[src/rtl/usb_iface_module_pkg.sv]
// package of constants and carrier types for the usb interface status block
package usb_iface_module_pkg;
    // ****************************************
    // register byte offsets
    // ****************************************
    localparam logic [7:0] USB_IFACE_MODULE_OFS_RESET = 8'h00;
    localparam logic [7:0] USB_IFACE_MODULE_OFS_DEV_ADDR = 8'h08;
    localparam logic [7:0] USB_IFACE_MODULE_OFS_OTG_STATUS = 8'h14;
    localparam logic [7:0] USB_IFACE_MODULE_OFS_SERIAL = 8'h18;
    localparam logic [7:0] USB_IFACE_MODULE_OFS_FLAGS = 8'h1C;
    localparam logic [7:0] USB_IFACE_MODULE_OFS_HOLD = 8'h20;
    localparam logic [7:0] USB_IFACE_MODULE_OFS_MASKS = 8'h24;
    localparam logic [7:0] USB_IFACE_MODULE_OFS_FRAME = 8'h28;
    localparam logic [7:0] USB_IFACE_MODULE_OFS_PID = 8'h2C;
    localparam logic [7:0] USB_IFACE_MODULE_OFS_EP = 8'h30;
    localparam logic [7:0] USB_IFACE_MODULE_OFS_EP_TAG = 8'h34;
    localparam logic [7:0] USB_IFACE_MODULE_OFS_OTG_MASK = 8'h38;
    localparam logic [7:0] USB_IFACE_MODULE_OFS_PWRSIG = 8'h3C;
    // ****************************************
    // field positions and widths
    // ****************************************
    localparam int USB_IFACE_MODULE_NFLAGS = 7;
    localparam int USB_IFACE_MODULE_NPORTS = 4;
    localparam int USB_IFACE_MODULE_MASK_W = 8;
    localparam int USB_IFACE_MODULE_FRAME_W = 11;
    localparam int USB_IFACE_MODULE_EP_W = 16;
    localparam int USB_IFACE_MODULE_SER_RXDIFF = 6;
    localparam int USB_IFACE_MODULE_SER_RXDM = 5;
    localparam int USB_IFACE_MODULE_SER_RXDP = 4;
    localparam int USB_IFACE_MODULE_SER_TXSE0 = 3;
    localparam int USB_IFACE_MODULE_SER_TXDAT = 2;
    localparam int USB_IFACE_MODULE_SER_TXENN = 1;
    localparam int USB_IFACE_MODULE_SER_FSLS = 0;
    localparam int USB_IFACE_MODULE_FLG_TOKEN = 6;
    localparam int USB_IFACE_MODULE_FLG_SE0 = 5;
    localparam int USB_IFACE_MODULE_FLG_K = 4;
    localparam int USB_IFACE_MODULE_FLG_J = 3;
    localparam int USB_IFACE_MODULE_FLG_CRC = 2;
    localparam int USB_IFACE_MODULE_FLG_RXACT = 1;
    localparam int USB_IFACE_MODULE_FLG_RXERR = 0;
    localparam int USB_IFACE_MODULE_EP_VALID = 4;
    localparam int USB_IFACE_MODULE_PWR_VALID = 8;
    // ****************************************
    // line state codes and reset values
    // ****************************************
    localparam logic [1:0] USB_IFACE_MODULE_LS_SE0 = 2'h0;
    localparam logic [1:0] USB_IFACE_MODULE_LS_J = 2'h1;
    localparam logic [1:0] USB_IFACE_MODULE_LS_K = 2'h2;
    localparam logic [4:0] USB_IFACE_MODULE_EP_TAG_OR = 5'h10;
    localparam logic [3:0] USB_IFACE_MODULE_SER_RST = 4'h2;
    // ****************************************
    // carrier types
    // ****************************************
    typedef struct packed {
        logic b_session_valid;
        logic id_ground;
        logic host_disconnect;
        logic vbus_valid;
        logic session_valid;
        logic session_end;
    } usb_iface_module_otg_t;
    typedef struct packed {
        logic rx_differential;
        logic rx_dminus;
        logic rx_dplus;
    } usb_iface_module_rxline_t;
    typedef struct packed {
        logic tx_single_ended_zero;
        logic tx_serial_data;
        logic tx_enable_low;
        logic fs_ls_serial_select;
    } usb_iface_module_txctl_t;
    typedef struct packed {
        logic packet_start;
        logic token_ok;
        logic [6:0] token_addr;
        logic crc16_fail;
        logic pid_valid;
        logic [3:0] pid;
        logic ep_valid;
        logic [3:0] ep;
    } usb_iface_module_pkt_t;
    typedef struct packed {
        logic [USB_IFACE_MODULE_NFLAGS-1:0] flags;
        logic [USB_IFACE_MODULE_NFLAGS-1:0] hold;
        logic [31:0] masks;
        logic [USB_IFACE_MODULE_FRAME_W-1:0] frame;
        logic [3:0] pid;
        logic ep_valid;
        logic [3:0] ep;
        logic [USB_IFACE_MODULE_EP_W-1:0] ep_tag;
        logic [31:0] otg_mask;
        logic [8:0] pwrsig;
        logic [6:0] dev_addr;
        usb_iface_module_txctl_t txctl;
        usb_iface_module_otg_t otg;
        usb_iface_module_rxline_t rxline;
        logic [31:0] rdata;
        logic rvalid;
        logic [USB_IFACE_MODULE_NPORTS-1:0] ports;
        logic [4:0] rx_ep;
        logic rx_ep_valid;
    } usb_iface_module_state_t;
endpackage

[src/rtl/usb_iface_module_status_flags.sv]
// usb interface module status, flag and line control register group
`timescale 1ns/1ns
// Overview of operation
// [RL1] on-the-go status bits 5:0 mirror transceiver session indications, zero at reset
// [RL2] serial control bits 6:4 read differential, d-minus and d-plus receive state
// [RL3] serial control bits 3 and 2 drive se0 request and transmit data
// [RL4] serial control bit 1 is active-low transmit enable, resets to one
// [RL5] serial control bit 0 selects full/low-speed serial mode
// [RL6] flag 6 sets on good token carrying the configured device address
// [RL7] flags 5, 4, 3 set on line state se0, k and j
// [RL8] flag 2 sets when a data packet fails its crc16 check
// [RL9] flags 1 and 0 follow rx active and rx error inputs
// [RL10] non-held flags 6:2 clear when the next packet begins
// [RL11] held flags stay set until software writes one to clear
// [RL12] non-held flags are overwritten by later signal changes
// [RL13] four 8-bit masks route flags onto output ports by or
// [RL14] 11-bit frame counter readable and writable, zero at reset
// [RL15] last packet identifier captured into read-only bits 3:0
// [RL16] last endpoint number in bits 3:0, valid in bit 4
// [RL17] tagged endpoints appear on receive port ored with 0x10
// [RL18] 32-bit on-the-go flag mask register, zero at reset
// [RL19] power signal register: valid bit 8, data byte 7:0
// [RL20] token match uses the 7-bit device address register
// [RL21] any write to module reset register clears all internal state except read valid, serial control returns to 0x2
// [RL22] software uses 32-bit accesses as peripheral 1
// [RL23] top bit of each mask byte selects nothing
module usb_iface_module_status_flags
    import usb_iface_module_pkg::*;
(
    // clock and reset
    input wire logic clk_sys_i,
    input wire logic resetn_i,
    // register port, 32-bit word access
    input wire logic reg_wr_i,
    input wire logic reg_rd_i,
    input wire logic [7:0] reg_addr_i,
    input wire logic [31:0] reg_wdata_i,
    output logic [31:0] reg_rdata_o,
    output logic reg_rvalid_o,
    // transceiver status
    input wire usb_iface_module_otg_t otg_i,
    input wire usb_iface_module_rxline_t rxline_i,
    input wire logic [1:0] line_state_i,
    input wire logic rx_active_i,
    input wire logic rx_error_i,
    // packet decode events
    input wire usb_iface_module_pkt_t pkt_i,
    // transceiver serial control
    output usb_iface_module_txctl_t txctl_o,
    // flag ports and receive endpoint port
    output logic [USB_IFACE_MODULE_NPORTS-1:0] flag_ports_o,
    output logic [4:0] rx_ep_o,
    output logic rx_ep_valid_o
);
    // ****************************************
    // state
    // ****************************************
    usb_iface_module_state_t st_r;
    usb_iface_module_state_t st_nxt;
    logic [USB_IFACE_MODULE_NFLAGS-1:0] ev_set;
    logic [USB_IFACE_MODULE_NFLAGS-1:0] ev_live;
    logic [USB_IFACE_MODULE_NFLAGS-1:0] sw_clr;

    // word-aligned decode helper
    function automatic logic hit(input logic [7:0] a, input logic [7:0] ofs);
        return a == ofs;
    endfunction

    // the register port reads zero during a module reset write; everything but rvalid resets
    always_comb begin
        st_nxt = st_r;
        // level-following flags, the others only set on events
        ev_live = '0;
        ev_live[USB_IFACE_MODULE_FLG_RXACT] = rx_active_i; // see [RL9]
        ev_live[USB_IFACE_MODULE_FLG_RXERR] = rx_error_i; // see [RL9]
        ev_set = '0;
        ev_set[USB_IFACE_MODULE_FLG_TOKEN] = pkt_i.token_ok && (pkt_i.token_addr == st_r.dev_addr); // see [RL6] [RL20]
        ev_set[USB_IFACE_MODULE_FLG_SE0] = line_state_i == USB_IFACE_MODULE_LS_SE0; // see [RL7]
        ev_set[USB_IFACE_MODULE_FLG_K] = line_state_i == USB_IFACE_MODULE_LS_K; // see [RL7]
        ev_set[USB_IFACE_MODULE_FLG_J] = line_state_i == USB_IFACE_MODULE_LS_J; // see [RL7]
        ev_set[USB_IFACE_MODULE_FLG_CRC] = pkt_i.crc16_fail; // see [RL8]
        ev_set = ev_set | ev_live;
        sw_clr = '0;
        if (reg_wr_i && hit(reg_addr_i, USB_IFACE_MODULE_OFS_FLAGS)) begin
            sw_clr = reg_wdata_i[USB_IFACE_MODULE_NFLAGS-1:0];
        end
        // flags: set wins over clear and over the packet-start clear
        for (int i = 0; i < USB_IFACE_MODULE_NFLAGS; i++) begin
            if (st_r.hold[i]) begin
                if (ev_set[i]) begin
                    st_nxt.flags[i] = 1'b1;
                end else if (sw_clr[i]) begin
                    st_nxt.flags[i] = 1'b0; // see [RL11]
                end
            end else if (i == USB_IFACE_MODULE_FLG_RXACT || i == USB_IFACE_MODULE_FLG_RXERR) begin
                st_nxt.flags[i] = ev_live[i]; // see [RL12]
            end else if (ev_set[i]) begin
                st_nxt.flags[i] = 1'b1;
            end else if (pkt_i.packet_start) begin
                st_nxt.flags[i] = 1'b0; // see [RL10] [RL12]
            end
        end
        // captured packet fields
        if (pkt_i.pid_valid) begin
            st_nxt.pid = pkt_i.pid; // see [RL15]
        end
        if (pkt_i.ep_valid) begin
            st_nxt.ep = pkt_i.ep; // see [RL16]
            st_nxt.ep_valid = 1'b1;
            st_nxt.rx_ep = st_r.ep_tag[pkt_i.ep] ? ({1'b0, pkt_i.ep} | USB_IFACE_MODULE_EP_TAG_OR)
                                                 : {1'b0, pkt_i.ep}; // see [RL17]
            st_nxt.rx_ep_valid = 1'b1;
        end else begin
            st_nxt.rx_ep_valid = 1'b0;
        end
        // transceiver status mirrors
        st_nxt.otg = otg_i; // see [RL1]
        st_nxt.rxline = rxline_i; // see [RL2]
        // register writes
        if (reg_wr_i) begin
            case (reg_addr_i)
                USB_IFACE_MODULE_OFS_DEV_ADDR: st_nxt.dev_addr = reg_wdata_i[6:0];
                USB_IFACE_MODULE_OFS_SERIAL: st_nxt.txctl = reg_wdata_i[3:0]; // see [RL3] [RL4] [RL5]
                USB_IFACE_MODULE_OFS_HOLD: st_nxt.hold = reg_wdata_i[USB_IFACE_MODULE_NFLAGS-1:0]; // see [RL11]
                USB_IFACE_MODULE_OFS_MASKS: st_nxt.masks = reg_wdata_i; // see [RL13]
                USB_IFACE_MODULE_OFS_FRAME: st_nxt.frame = reg_wdata_i[USB_IFACE_MODULE_FRAME_W-1:0]; // see [RL14]
                USB_IFACE_MODULE_OFS_EP_TAG: st_nxt.ep_tag = reg_wdata_i[USB_IFACE_MODULE_EP_W-1:0];
                USB_IFACE_MODULE_OFS_OTG_MASK: st_nxt.otg_mask = reg_wdata_i; // see [RL18]
                USB_IFACE_MODULE_OFS_PWRSIG: st_nxt.pwrsig = reg_wdata_i[8:0]; // see [RL19]
                default: st_nxt.dev_addr = st_r.dev_addr;
            endcase
        end
        // port routing uses the new flag values one cycle later
        for (int p = 0; p < USB_IFACE_MODULE_NPORTS; p++) begin
            st_nxt.ports[p] = |(st_r.flags & st_r.masks[p*USB_IFACE_MODULE_MASK_W +: USB_IFACE_MODULE_NFLAGS]); // see [RL13] [RL23]
        end
        // read data, unmapped reads return zero
        st_nxt.rvalid = reg_rd_i;
        st_nxt.rdata = '0;
        if (reg_rd_i) begin
            case (reg_addr_i)
                USB_IFACE_MODULE_OFS_DEV_ADDR: st_nxt.rdata[6:0] = st_r.dev_addr;
                USB_IFACE_MODULE_OFS_OTG_STATUS: st_nxt.rdata[5:0] = st_r.otg;
                USB_IFACE_MODULE_OFS_SERIAL: st_nxt.rdata[6:0] = {st_r.rxline, st_r.txctl};
                USB_IFACE_MODULE_OFS_FLAGS: st_nxt.rdata[USB_IFACE_MODULE_NFLAGS-1:0] = st_r.flags;
                USB_IFACE_MODULE_OFS_HOLD: st_nxt.rdata[USB_IFACE_MODULE_NFLAGS-1:0] = st_r.hold;
                USB_IFACE_MODULE_OFS_MASKS: st_nxt.rdata = st_r.masks;
                USB_IFACE_MODULE_OFS_FRAME: st_nxt.rdata[USB_IFACE_MODULE_FRAME_W-1:0] = st_r.frame;
                USB_IFACE_MODULE_OFS_PID: st_nxt.rdata[3:0] = st_r.pid;
                USB_IFACE_MODULE_OFS_EP: st_nxt.rdata[4:0] = {st_r.ep_valid, st_r.ep}; // see [RL16]
                USB_IFACE_MODULE_OFS_EP_TAG: st_nxt.rdata[USB_IFACE_MODULE_EP_W-1:0] = st_r.ep_tag;
                USB_IFACE_MODULE_OFS_OTG_MASK: st_nxt.rdata = st_r.otg_mask;
                USB_IFACE_MODULE_OFS_PWRSIG: st_nxt.rdata[8:0] = st_r.pwrsig;
                default: st_nxt.rdata = '0;
            endcase
        end
        // module reset write clears all state except rvalid; txctl reloads its reset value
        if (reg_wr_i && hit(reg_addr_i, USB_IFACE_MODULE_OFS_RESET)) begin
            st_nxt = '0; // see [RL21]
            st_nxt.txctl = USB_IFACE_MODULE_SER_RST;
            st_nxt.rvalid = reg_rd_i;
        end
    end

    // state register
    always_ff @(posedge clk_sys_i or negedge resetn_i) begin
        if (!resetn_i) begin
            st_r <= '0;
            st_r.txctl <= USB_IFACE_MODULE_SER_RST; // see [RL4]
        end else begin
            st_r <= st_nxt;
        end
    end

    // outputs straight from the state register
    assign reg_rdata_o = st_r.rdata;
    assign reg_rvalid_o = st_r.rvalid;
    assign txctl_o = st_r.txctl;
    assign flag_ports_o = st_r.ports;
    assign rx_ep_o = st_r.rx_ep;
    assign rx_ep_valid_o = st_r.rx_ep_valid;

    // ****************************************
    // assertions
    // ****************************************
    property p_otg_mirror;
        @(posedge clk_sys_i) disable iff (!resetn_i)
        !(reg_wr_i && reg_addr_i == USB_IFACE_MODULE_OFS_RESET) |=> st_r.otg == $past(otg_i);
    endproperty
    a_otg_mirror: assert property (p_otg_mirror) else $error("otg mirror wrong"); // see [RL1]
    property p_rxline;
        @(posedge clk_sys_i) disable iff (!resetn_i)
        !(reg_wr_i && reg_addr_i == USB_IFACE_MODULE_OFS_RESET) |=> st_r.rxline == $past(rxline_i);
    endproperty
    a_rxline: assert property (p_rxline) else $error("rx line mirror wrong"); // see [RL2]
    property p_serial_wr;
        @(posedge clk_sys_i) disable iff (!resetn_i)
        reg_wr_i && reg_addr_i == USB_IFACE_MODULE_OFS_SERIAL |=> txctl_o == $past(reg_wdata_i[3:0]);
    endproperty
    a_serial_wr: assert property (p_serial_wr) else $error("serial control not written"); // see [RL3]
    property p_txen_rst;
        @(posedge clk_sys_i) disable iff (!resetn_i)
        reg_wr_i && reg_addr_i == USB_IFACE_MODULE_OFS_RESET |=> txctl_o.tx_enable_low && !txctl_o.tx_serial_data;
    endproperty
    a_txen_rst: assert property (p_txen_rst) else $error("tx enable not reset high"); // see [RL4]
    property p_token;
        @(posedge clk_sys_i) disable iff (!resetn_i)
        pkt_i.token_ok && pkt_i.token_addr == st_r.dev_addr && !(reg_wr_i && reg_addr_i == USB_IFACE_MODULE_OFS_RESET)
        |=> st_r.flags[USB_IFACE_MODULE_FLG_TOKEN];
    endproperty
    a_token: assert property (p_token) else $error("token flag not set"); // see [RL6]
    property p_crc;
        @(posedge clk_sys_i) disable iff (!resetn_i)
        pkt_i.crc16_fail && !(reg_wr_i && reg_addr_i == USB_IFACE_MODULE_OFS_RESET) |=> st_r.flags[USB_IFACE_MODULE_FLG_CRC];
    endproperty
    a_crc: assert property (p_crc) else $error("crc flag not set"); // see [RL8]
    property p_hold;
        @(posedge clk_sys_i) disable iff (!resetn_i)
        st_r.flags[USB_IFACE_MODULE_FLG_CRC] && st_r.hold[USB_IFACE_MODULE_FLG_CRC] && !reg_wr_i |=> st_r.flags[USB_IFACE_MODULE_FLG_CRC];
    endproperty
    a_hold: assert property (p_hold) else $error("held flag lost"); // see [RL11]
    property p_autoclr;
        @(posedge clk_sys_i) disable iff (!resetn_i)
        pkt_i.packet_start && !st_r.hold[USB_IFACE_MODULE_FLG_CRC] && !pkt_i.crc16_fail |=> !st_r.flags[USB_IFACE_MODULE_FLG_CRC];
    endproperty
    a_autoclr: assert property (p_autoclr) else $error("flag not cleared on packet"); // see [RL10]
    property p_port;
        @(posedge clk_sys_i) disable iff (!resetn_i)
        !(reg_wr_i && reg_addr_i == USB_IFACE_MODULE_OFS_RESET)
        |=> flag_ports_o[0] == |($past(st_r.flags) & $past(st_r.masks[6:0]));
    endproperty
    a_port: assert property (p_port) else $error("port 0 routing wrong"); // see [RL13]
    property p_tag;
        @(posedge clk_sys_i) disable iff (!resetn_i)
        pkt_i.ep_valid && st_r.ep_tag[pkt_i.ep] && !(reg_wr_i && reg_addr_i == USB_IFACE_MODULE_OFS_RESET)
        |=> rx_ep_o[4] && rx_ep_valid_o;
    endproperty
    a_tag: assert property (p_tag) else $error("tagged endpoint lacks 0x10"); // see [RL17]
endmodule

[config.mk]
export PLATFORM = sky130hd
export DESIGN_NAME = usb_iface_module_status_flags
export DESIGN_NICKNAME = d
export VERILOG_FILES = /design/src/rtl/usb_iface_module_pkg.sv /design/src/rtl/usb_iface_module_status_flags.sv
export SDC_FILE = /design/constraint.sdc
export NUM_CORES = 1
export LEC_CHECK = 0
export ABC_AREA = 1
export BUFFER_PORTS_ARGS = -buffer_cell sky130_fd_sc_hd__clkbuf_2
export CAP_MARGIN = 20
export CORE_ASPECT_RATIO = 1.2
export CORE_MARGIN = 2
export CORE_UTILIZATION = 35
export DETAILED_ROUTE_END_ITERATION = 12
export PLACE_DENSITY = 0.54
export RECOVER_POWER = 25
export SLEW_MARGIN = 20
export SYNTH_ARGS = -nofsm -noshare
export SYNTH_HDL_FRONTEND = slang
export SYNTH_SLANG_ARGS = --single-unit
export TNS_END_PERCENT = 10
[constraint.sdc]
create_clock -name clk_sys_i -period 1.9 [get_ports clk_sys_i]
set_input_delay 0.19 -clock clk_sys_i [delete_from_list [all_inputs] [get_ports clk_sys_i]]
set_output_delay 0.19 -clock clk_sys_i [all_outputs]
set_load 0.1 [all_outputs]
==> flow_summary.json, run 1 <==
{
  "switching_power_uw": 2780,
  "critical_path_depth": 1,
  "critPathKind": "flop to primary output",
  "antenna_found_initial": 0,
  "place_congestion": 0.851,
  "syn2layout_area_growth_pct": 18.9,
  "path_max_fanout": 3,
  "setup_violations": 0,
  "final_common_cell": "nand2_1",
  "swShare": 0.306,
  "ys_async_sr_fraction": 1.00,
  "cts_root_buffer": "clkbuf_16",
  "drc": 0,
  "whs_ps": 11.7,
  "internal_power_uw": 6290,
  "routedWlPerCell_um": 16.4,
  "clkPwrFrac": 0.378,
  "final_cells": 1543,
  "holdCritPathClass": "input pin to flop",
  "grt_pass1_wl_mm": 40.7,
  "cts_max_level": 4,
  "grt_max_degree": 65,
  "setup_tns_ps": 0,
  "first_pass_iters": 5,
  "cap_violations": 0,
  "start_util": 0.356,
  "sequentialPowerShare": 0.487,
  "io_pins": 124,
  "fmax_ghz": 0.614,
  "status": "complete, no violations",
  "crit_family": "flip-flops",
  "cts_sinks": 182,
  "period_share": 0.858,
  "routed_wl_mm": 25.4,
  "ant_nets": 0,
  "dp_hpwl_mm": 18.5,
  "min_period_ps": 1630,
  "rows": 63,
  "ys.flop_type": "dfrtp_1",
  "required_ps": 1710,
  "vias_per_cell": 4.83,
  "worstMarginPinSlew_ps": 1180,
  "grt_overflow_total": 0,
  "finish.instance_area_um2": 10500,
  "synth_area_leaders": "dfrtp_1 (51%), nand2_1 (13%), o21ai_0 (5.9%)",
  "crit_start": "txctl_o[1]$_DFFE_PN1P_",
  "syn_nets": 1161,
  "relSlewSlack": 0.213,
  "slowest_delay_ps": 550,
  "syn_area_per_cell_um2": 8.13,
  "dieArea_um2": 26500,
  "start_kind": "flop",
  "r2r_end": "flag_ports_o[0]$_DFF_PN0_",
  "netlist_instances": 1084,
  "fp.dieW_um": 149,
  "ir_drop_v": 0.000650,
  "seq_area_frac_synth": 0.517,
  "layout-drive-gt1-share": 0.200,
  "rr_worst_depth": 3,
  "placed_area_um2": 9700,
  "io_buffers": 123,
  "cts_buffers": 17,
  "p_leak_uw": 0.00553,
  "synth-edff-count": 0,
  "cp_cell_sequence": "clkbuf_2",
  "hold_viol": 0,
  "finalMaxSlewViolations": 0,
  "dpl.cell_count": 1487,
  "grtUsageTotal": 0.201,
  "reg2reg_from": "st_r[182]$_DFFE_PN0P_",
  "insertion_delay_ps": 440,
  "endpoint": "txctl_o[1]",
  "p_comb_frac": 0.135,
  "ys_ff_latch": 182,
  "critPathArrivalTime_ps": 1440,
  "postCtsSetupBuffers": 0,
  "fp.coreArea_um2": 24800,
  "cts_tree": "done",
  "slowest_stage": "dfstp_2",
  "skew_ps": 12.4,
  "layout.nets": 1282,
  "synth_top_area_cell": "dfrtp_1",
  "n_antenna_cell": 0,
  "synth.distinct_cells": 35,
  "syn-cell-area_um2": 8810,
  "end_kind": "primary output",
  "yosysWarnings": 0,
  "yosysTopAreaCellShare": 0.514,
  "path_buf_inv": 1,
  "rsz0062_at_grt": "no",
  "grt_pass1_vias": 7378,
  "clk_pin_slew_ps": 80,
  "fp.dieH_um": 178,
  "cts_buffer_depth": 2,
  "r2r_slack_ps": 560,
  "num_vias": 7445,
  "powerDensity_nw_per_um2": 866,
  "initialDrtViolationCount": 615,
  "most-common-layout-cells": "nand2_1 (310), dfrtp_1 (181), clkbuf_2 (122)"
}
[timing repair]
action | 4_1_cts | 5_1_grt
hold buffers | 24 | 0
hold endpoints to repair | 56 | 0
endpoints found under the setup margin | 0 | 0
gates resized for setup | 0 | 0
[metrics by stage]
stage | util | total power, µW | worst slack (ps)
final | 0.423 | 9070 | 270
after global routing | 0.423 | 9490 | 187
after CTS | 0.424 | 9150 | 245
after detailed placement | 0.392 | 5690 | 85.7
after global placement | 0.392 | 5680 | 115
after floorplan | - | 5260 | 446
[power by group through the flow]
| stage | sequential (µW) | combinational, µW | clock [µW] |
|---|---|---|---|
| global route | 4450 | 1370 | 3670 |
| global placement | 4480 | 1190 | 0 |
| finish | 4420 | 1220 | 3430 |
| detailed placement | 4480 | 1200 | 0 |
| CTS | 4410 | 1250 | 3500 |
| floorplan | 4420 | 845 | 0 |
[sequential cells by signal (all words and copies together), names as in the netlist]
signal,count
st_r,138
reg_rdata_o,32
flag_ports_o,4
rx_ep_valid_o,1
reg_rvalid_o,1
rx_ep_o,2
txctl_o,4
[per-layer routing]
layer	track usage	wire, µm	vias to the layer above	share of wire
met5	0	0	-	0
met4	0.0619	523	0	0.021
met3	0.0332	1180	35	0.046
met2	0.333	12300	182	0.48
met1	0.272	11400	3582	0.45
li1	-	-	3646	-
[final cells by class]
type                    count  area, µm²
clock buffers              17        425
multi-input cells         681       3160
inverters                 130        488
clock inverters            15        140
fillers                  2599      14300
flip-flops and latches    182       4560
well taps                 325        407
repair buffers            193       1300
[cell families (layout without fill, tap and decap cells)]
family | count (synthesis) | in the layout | synth area share
AOI/OAI and AO/OA | 199 | 199 | 0.133
xor gates and xnor gates | 3 | 3 | 0.00298
buffers and inverters | 221 | 355 | 0.122
DFF | 182 | 182 | 0.517
and+or+nand+nor | 479 | 479 | 0.225
[worst register-to-register path: cells and delay by family, from the launching register on]
family,cells,cell delay (ps)
buffers and inverters,1,90
DFF,1,550
AOI/OAI and AO/OA,2,600
[Yosys cell counts (2+ instances only)]
cell type,count
nand2_1,308
dfrtp_1,181
inv_1,115
o21ai_0,103
nand3_1,98
nor2_1,57
buf_4,47
o21ai_1,22
a21oi_1,21
clkbuf_1,21
o21ai_2,20
buf_2,15
inv_2,13
a22o_1,11
o211ai_1,10
buf_6,6
nand2_2,5
nor2_4,4
o22ai_1,4
nor2_2,3
a221oi_1,2
clkinv_1,2
o31ai_1,2
or2_2,2
xnor2_1,2
[worst min-delay path by stage]
| stage | from | end | slack, ps | cells after the start |
|---|---|---|---|---|
| finish | reg_wdata_i[25] | st_r[97]$_DFFE_PN0P_ | 10 | 3 |
| global route | reg_wdata_i[25] | st_r[97]$_DFFE_PN0P_ | 20 | 3 |
| CTS | reg_wdata_i[25] | st_r[97]$_DFFE_PN0P_ | 2 | 3 |
| detailed placement | resetn_i | st_r[126]$_DFFE_PN0P_ | 140 | 1 |
| global placement | resetn_i | st_r[126]$_DFFE_PN0P_ | 160 | 1 |
| floorplan | resetn_i | flag_ports_o[0]$_DFF_PN0_ | -110 | 0 |
No activity file was read; power rests on OpenSTA's default activity.
==> run 2: changes to the inputs <==
- MAX_ROUTING_LAYER: not set -> met4
==> run 2 against run 1 <==
  * Cell count stayed put
  * First-iteration DRC count is 5.5% lower
  * Die area stayed put
  * Combinational power hardly changed
  * Maximum frequency is 0.21% lower
  * Clock skew is 1.1 ps lower
  * Wire length is 0.26% lower
  * Setup slack worse by 3.4 ps
  * Via count is 0.32% higher
  * Sequential power hardly changed
==> flow_summary.json, run 2 (synthesis results as in run 1) <==
{
  "worstMarginPinSlew_ps": 1190,
  "initialDrtViolationCount": 581,
  "period_share": 0.859,
  "fp.coreArea_um2": 24800,
  "routed_wl_mm": 25.3,
  "syn2layout_area_growth_pct": 18.9,
  "dieArea_um2": 26500,
  "most-common-layout-cells": "nand2_1 (310), dfrtp_1 (181), clkbuf_2 (122)",
  "path_max_fanout": 3,
  "grt_max_degree": 65,
  "slowest_stage": "dfstp_2",
  "ant_nets": 0,
  "final_common_cell": "nand2_1",
  "r2r_slack_ps": 540,
  "critPathArrivalTime_ps": 1440,
  "placed_area_um2": 9700,
  "powerDensity_nw_per_um2": 866,
  "largest-register": "st_r",
  "place_congestion": 0.865,
  "required_ps": 1710,
  "cts_sinks": 182,
  "layout.nets": 1282,
  "dp_hpwl_mm": 18.5,
  "crit_family": "flip-flops",
  "cts_buffer_depth": 2,
  "io_pins": 124,
  "cts_tree": "done",
  "rsz0062_at_grt": "no",
  "rows": 63,
  "insertion_delay_ps": 450,
  "grt_pass1_vias": 7369,
  "n_antenna_cell": 0,
  "antenna_found_initial": 0,
  "fp.dieW_um": 149,
  "cap_violations": 0,
  "routedWlPerCell_um": 16.4,
  "relSlewSlack": 0.208,
  "finalMaxSlewViolations": 0,
  "start_kind": "flop",
  "critPathKind": "flop to primary output",
  "path_buf_inv": 1,
  "holdCritPathClass": "input pin to flop",
  "ir_drop_v": 0.000658,
  "grt_overflow_total": 0,
  "fmax_ghz": 0.612,
  "clk_pin_slew_ps": 80,
  "cts_max_level": 4,
  "p_leak_uw": 0.00553,
  "min_to": "st_r[97]$_DFFE_PN0P_",
  "grtUsageTotal": 0.207,
  "rr_worst_depth": 3,
  "reg2reg_from": "st_r[182]$_DFFE_PN0P_",
  "start_util": 0.356,
  "setup_violations": 0,
  "hold_viol": 0,
  "vias_per_cell": 4.84,
  "fp.dieH_um": 178,
  "nFillCells": 2599,
  "end_kind": "primary output",
  "first_pass_iters": 5,
  "finish.instance_area_um2": 10500,
  "min_period_ps": 1630,
  "largest_register_ff_count": 138,
  "grt_pass1_wl_mm": 40.7,
  "cts_buffers": 17,
  "holdCritStartpoint": "reg_wdata_i[25]",
  "setup_tns_ps": 0,
  "layout-drive-gt1-share": 0.200,
  "r2r_end": "flag_ports_o[0]$_DFF_PN0_",
  "skew_ps": 11.3,
  "status": "complete, no violations",
  "cp_cell_sequence": "clkbuf_2",
  "drc": 0,
  "slowest_delay_ps": 550,
  "io_buffers": 123,
  "cts_resized": 0,
  "hold_path_depth": 3,
  "num_vias": 7469,
  "cts_root_buffer": "clkbuf_16"
}
-- run 2: timing repair --
item | 4_1_cts | 5_1_grt
hold endpoints to repair | 56 | 0
hold buffers | 24 | 0
setup buffers | 0 | 0
-- run 2: how the worst max path moves through the flow --
stage	start	endpoint	slack, ps	depth (start not counted)
3_5_place_dp	reg_addr_i[2]	st_r[138]$_DFFE_PN0P_	90	10
3_3_place_gp	reg_addr_i[0]	st_r[138]$_DFFE_PN0P_	110	10
5_1_grt	resetn_i	txctl_o[1]$_DFFE_PN1P_	190	3
4_1_cts	txctl_o[1]$_DFFE_PN1P_	txctl_o[1]	250	1
2_1_floorplan	reg_addr_i[6]	st_r[83]$_DFFE_PN0P_	450	13
6_report	txctl_o[1]$_DFFE_PN1P_	txctl_o[1]	270	1
-- run 2: layout make-up --
type                            count  area (µm²)  area share
Inverter                          130         488      0.0466
Timing Repair Buffer              193        1300       0.124
Clock buffer                       17         425      0.0406
Clock inverter                     15         140      0.0134
Multi-Input combinational cell    681        3160       0.302
Tap cell                          325         407      0.0388
Sequential cell                   182        4560       0.435
-- run 2: metrics by stage --
stage,total power [µW],std cells,worst slack [ps],util,hold WS (ps)
2_1_floorplan,5260,1084,446,-,-106
3_3_place_gp,5680,1487,115,0.392,161
3_5_place_dp,5690,1487,85.7,0.392,144
4_1_cts,9150,1543,245,0.424,2.43
5_1_grt,9490,1543,187,0.423,16.0
6_report,9080,1543,267,0.423,13.9
-- run 2: tightest hold or removal path, cell delays in order --
cell      delay [ps]
clkbuf_2          90
nand2_1           90
o21ai_2           60
-- run 2: power breakdown --
group	total [µW]	internal [µW]	switching (µW)
registers	4420	4190	231
clock network	3440	1730	1710
logic	1220	375	848
total	9080	6290	2780
-- run 2: layer usage --
metal / wire [µm] / GRT usage / share of wire / vias to the layer above
met5: 0 / - / 0 / -
met4: 507 / 0.0615 / 0.020 / 0
met3: 1120 / 0.0324 / 0.044 / 35
met2: 12300 / 0.333 / 0.49 / 197
met1: 11300 / 0.272 / 0.45 / 3595
li1: - / - / - / 3642
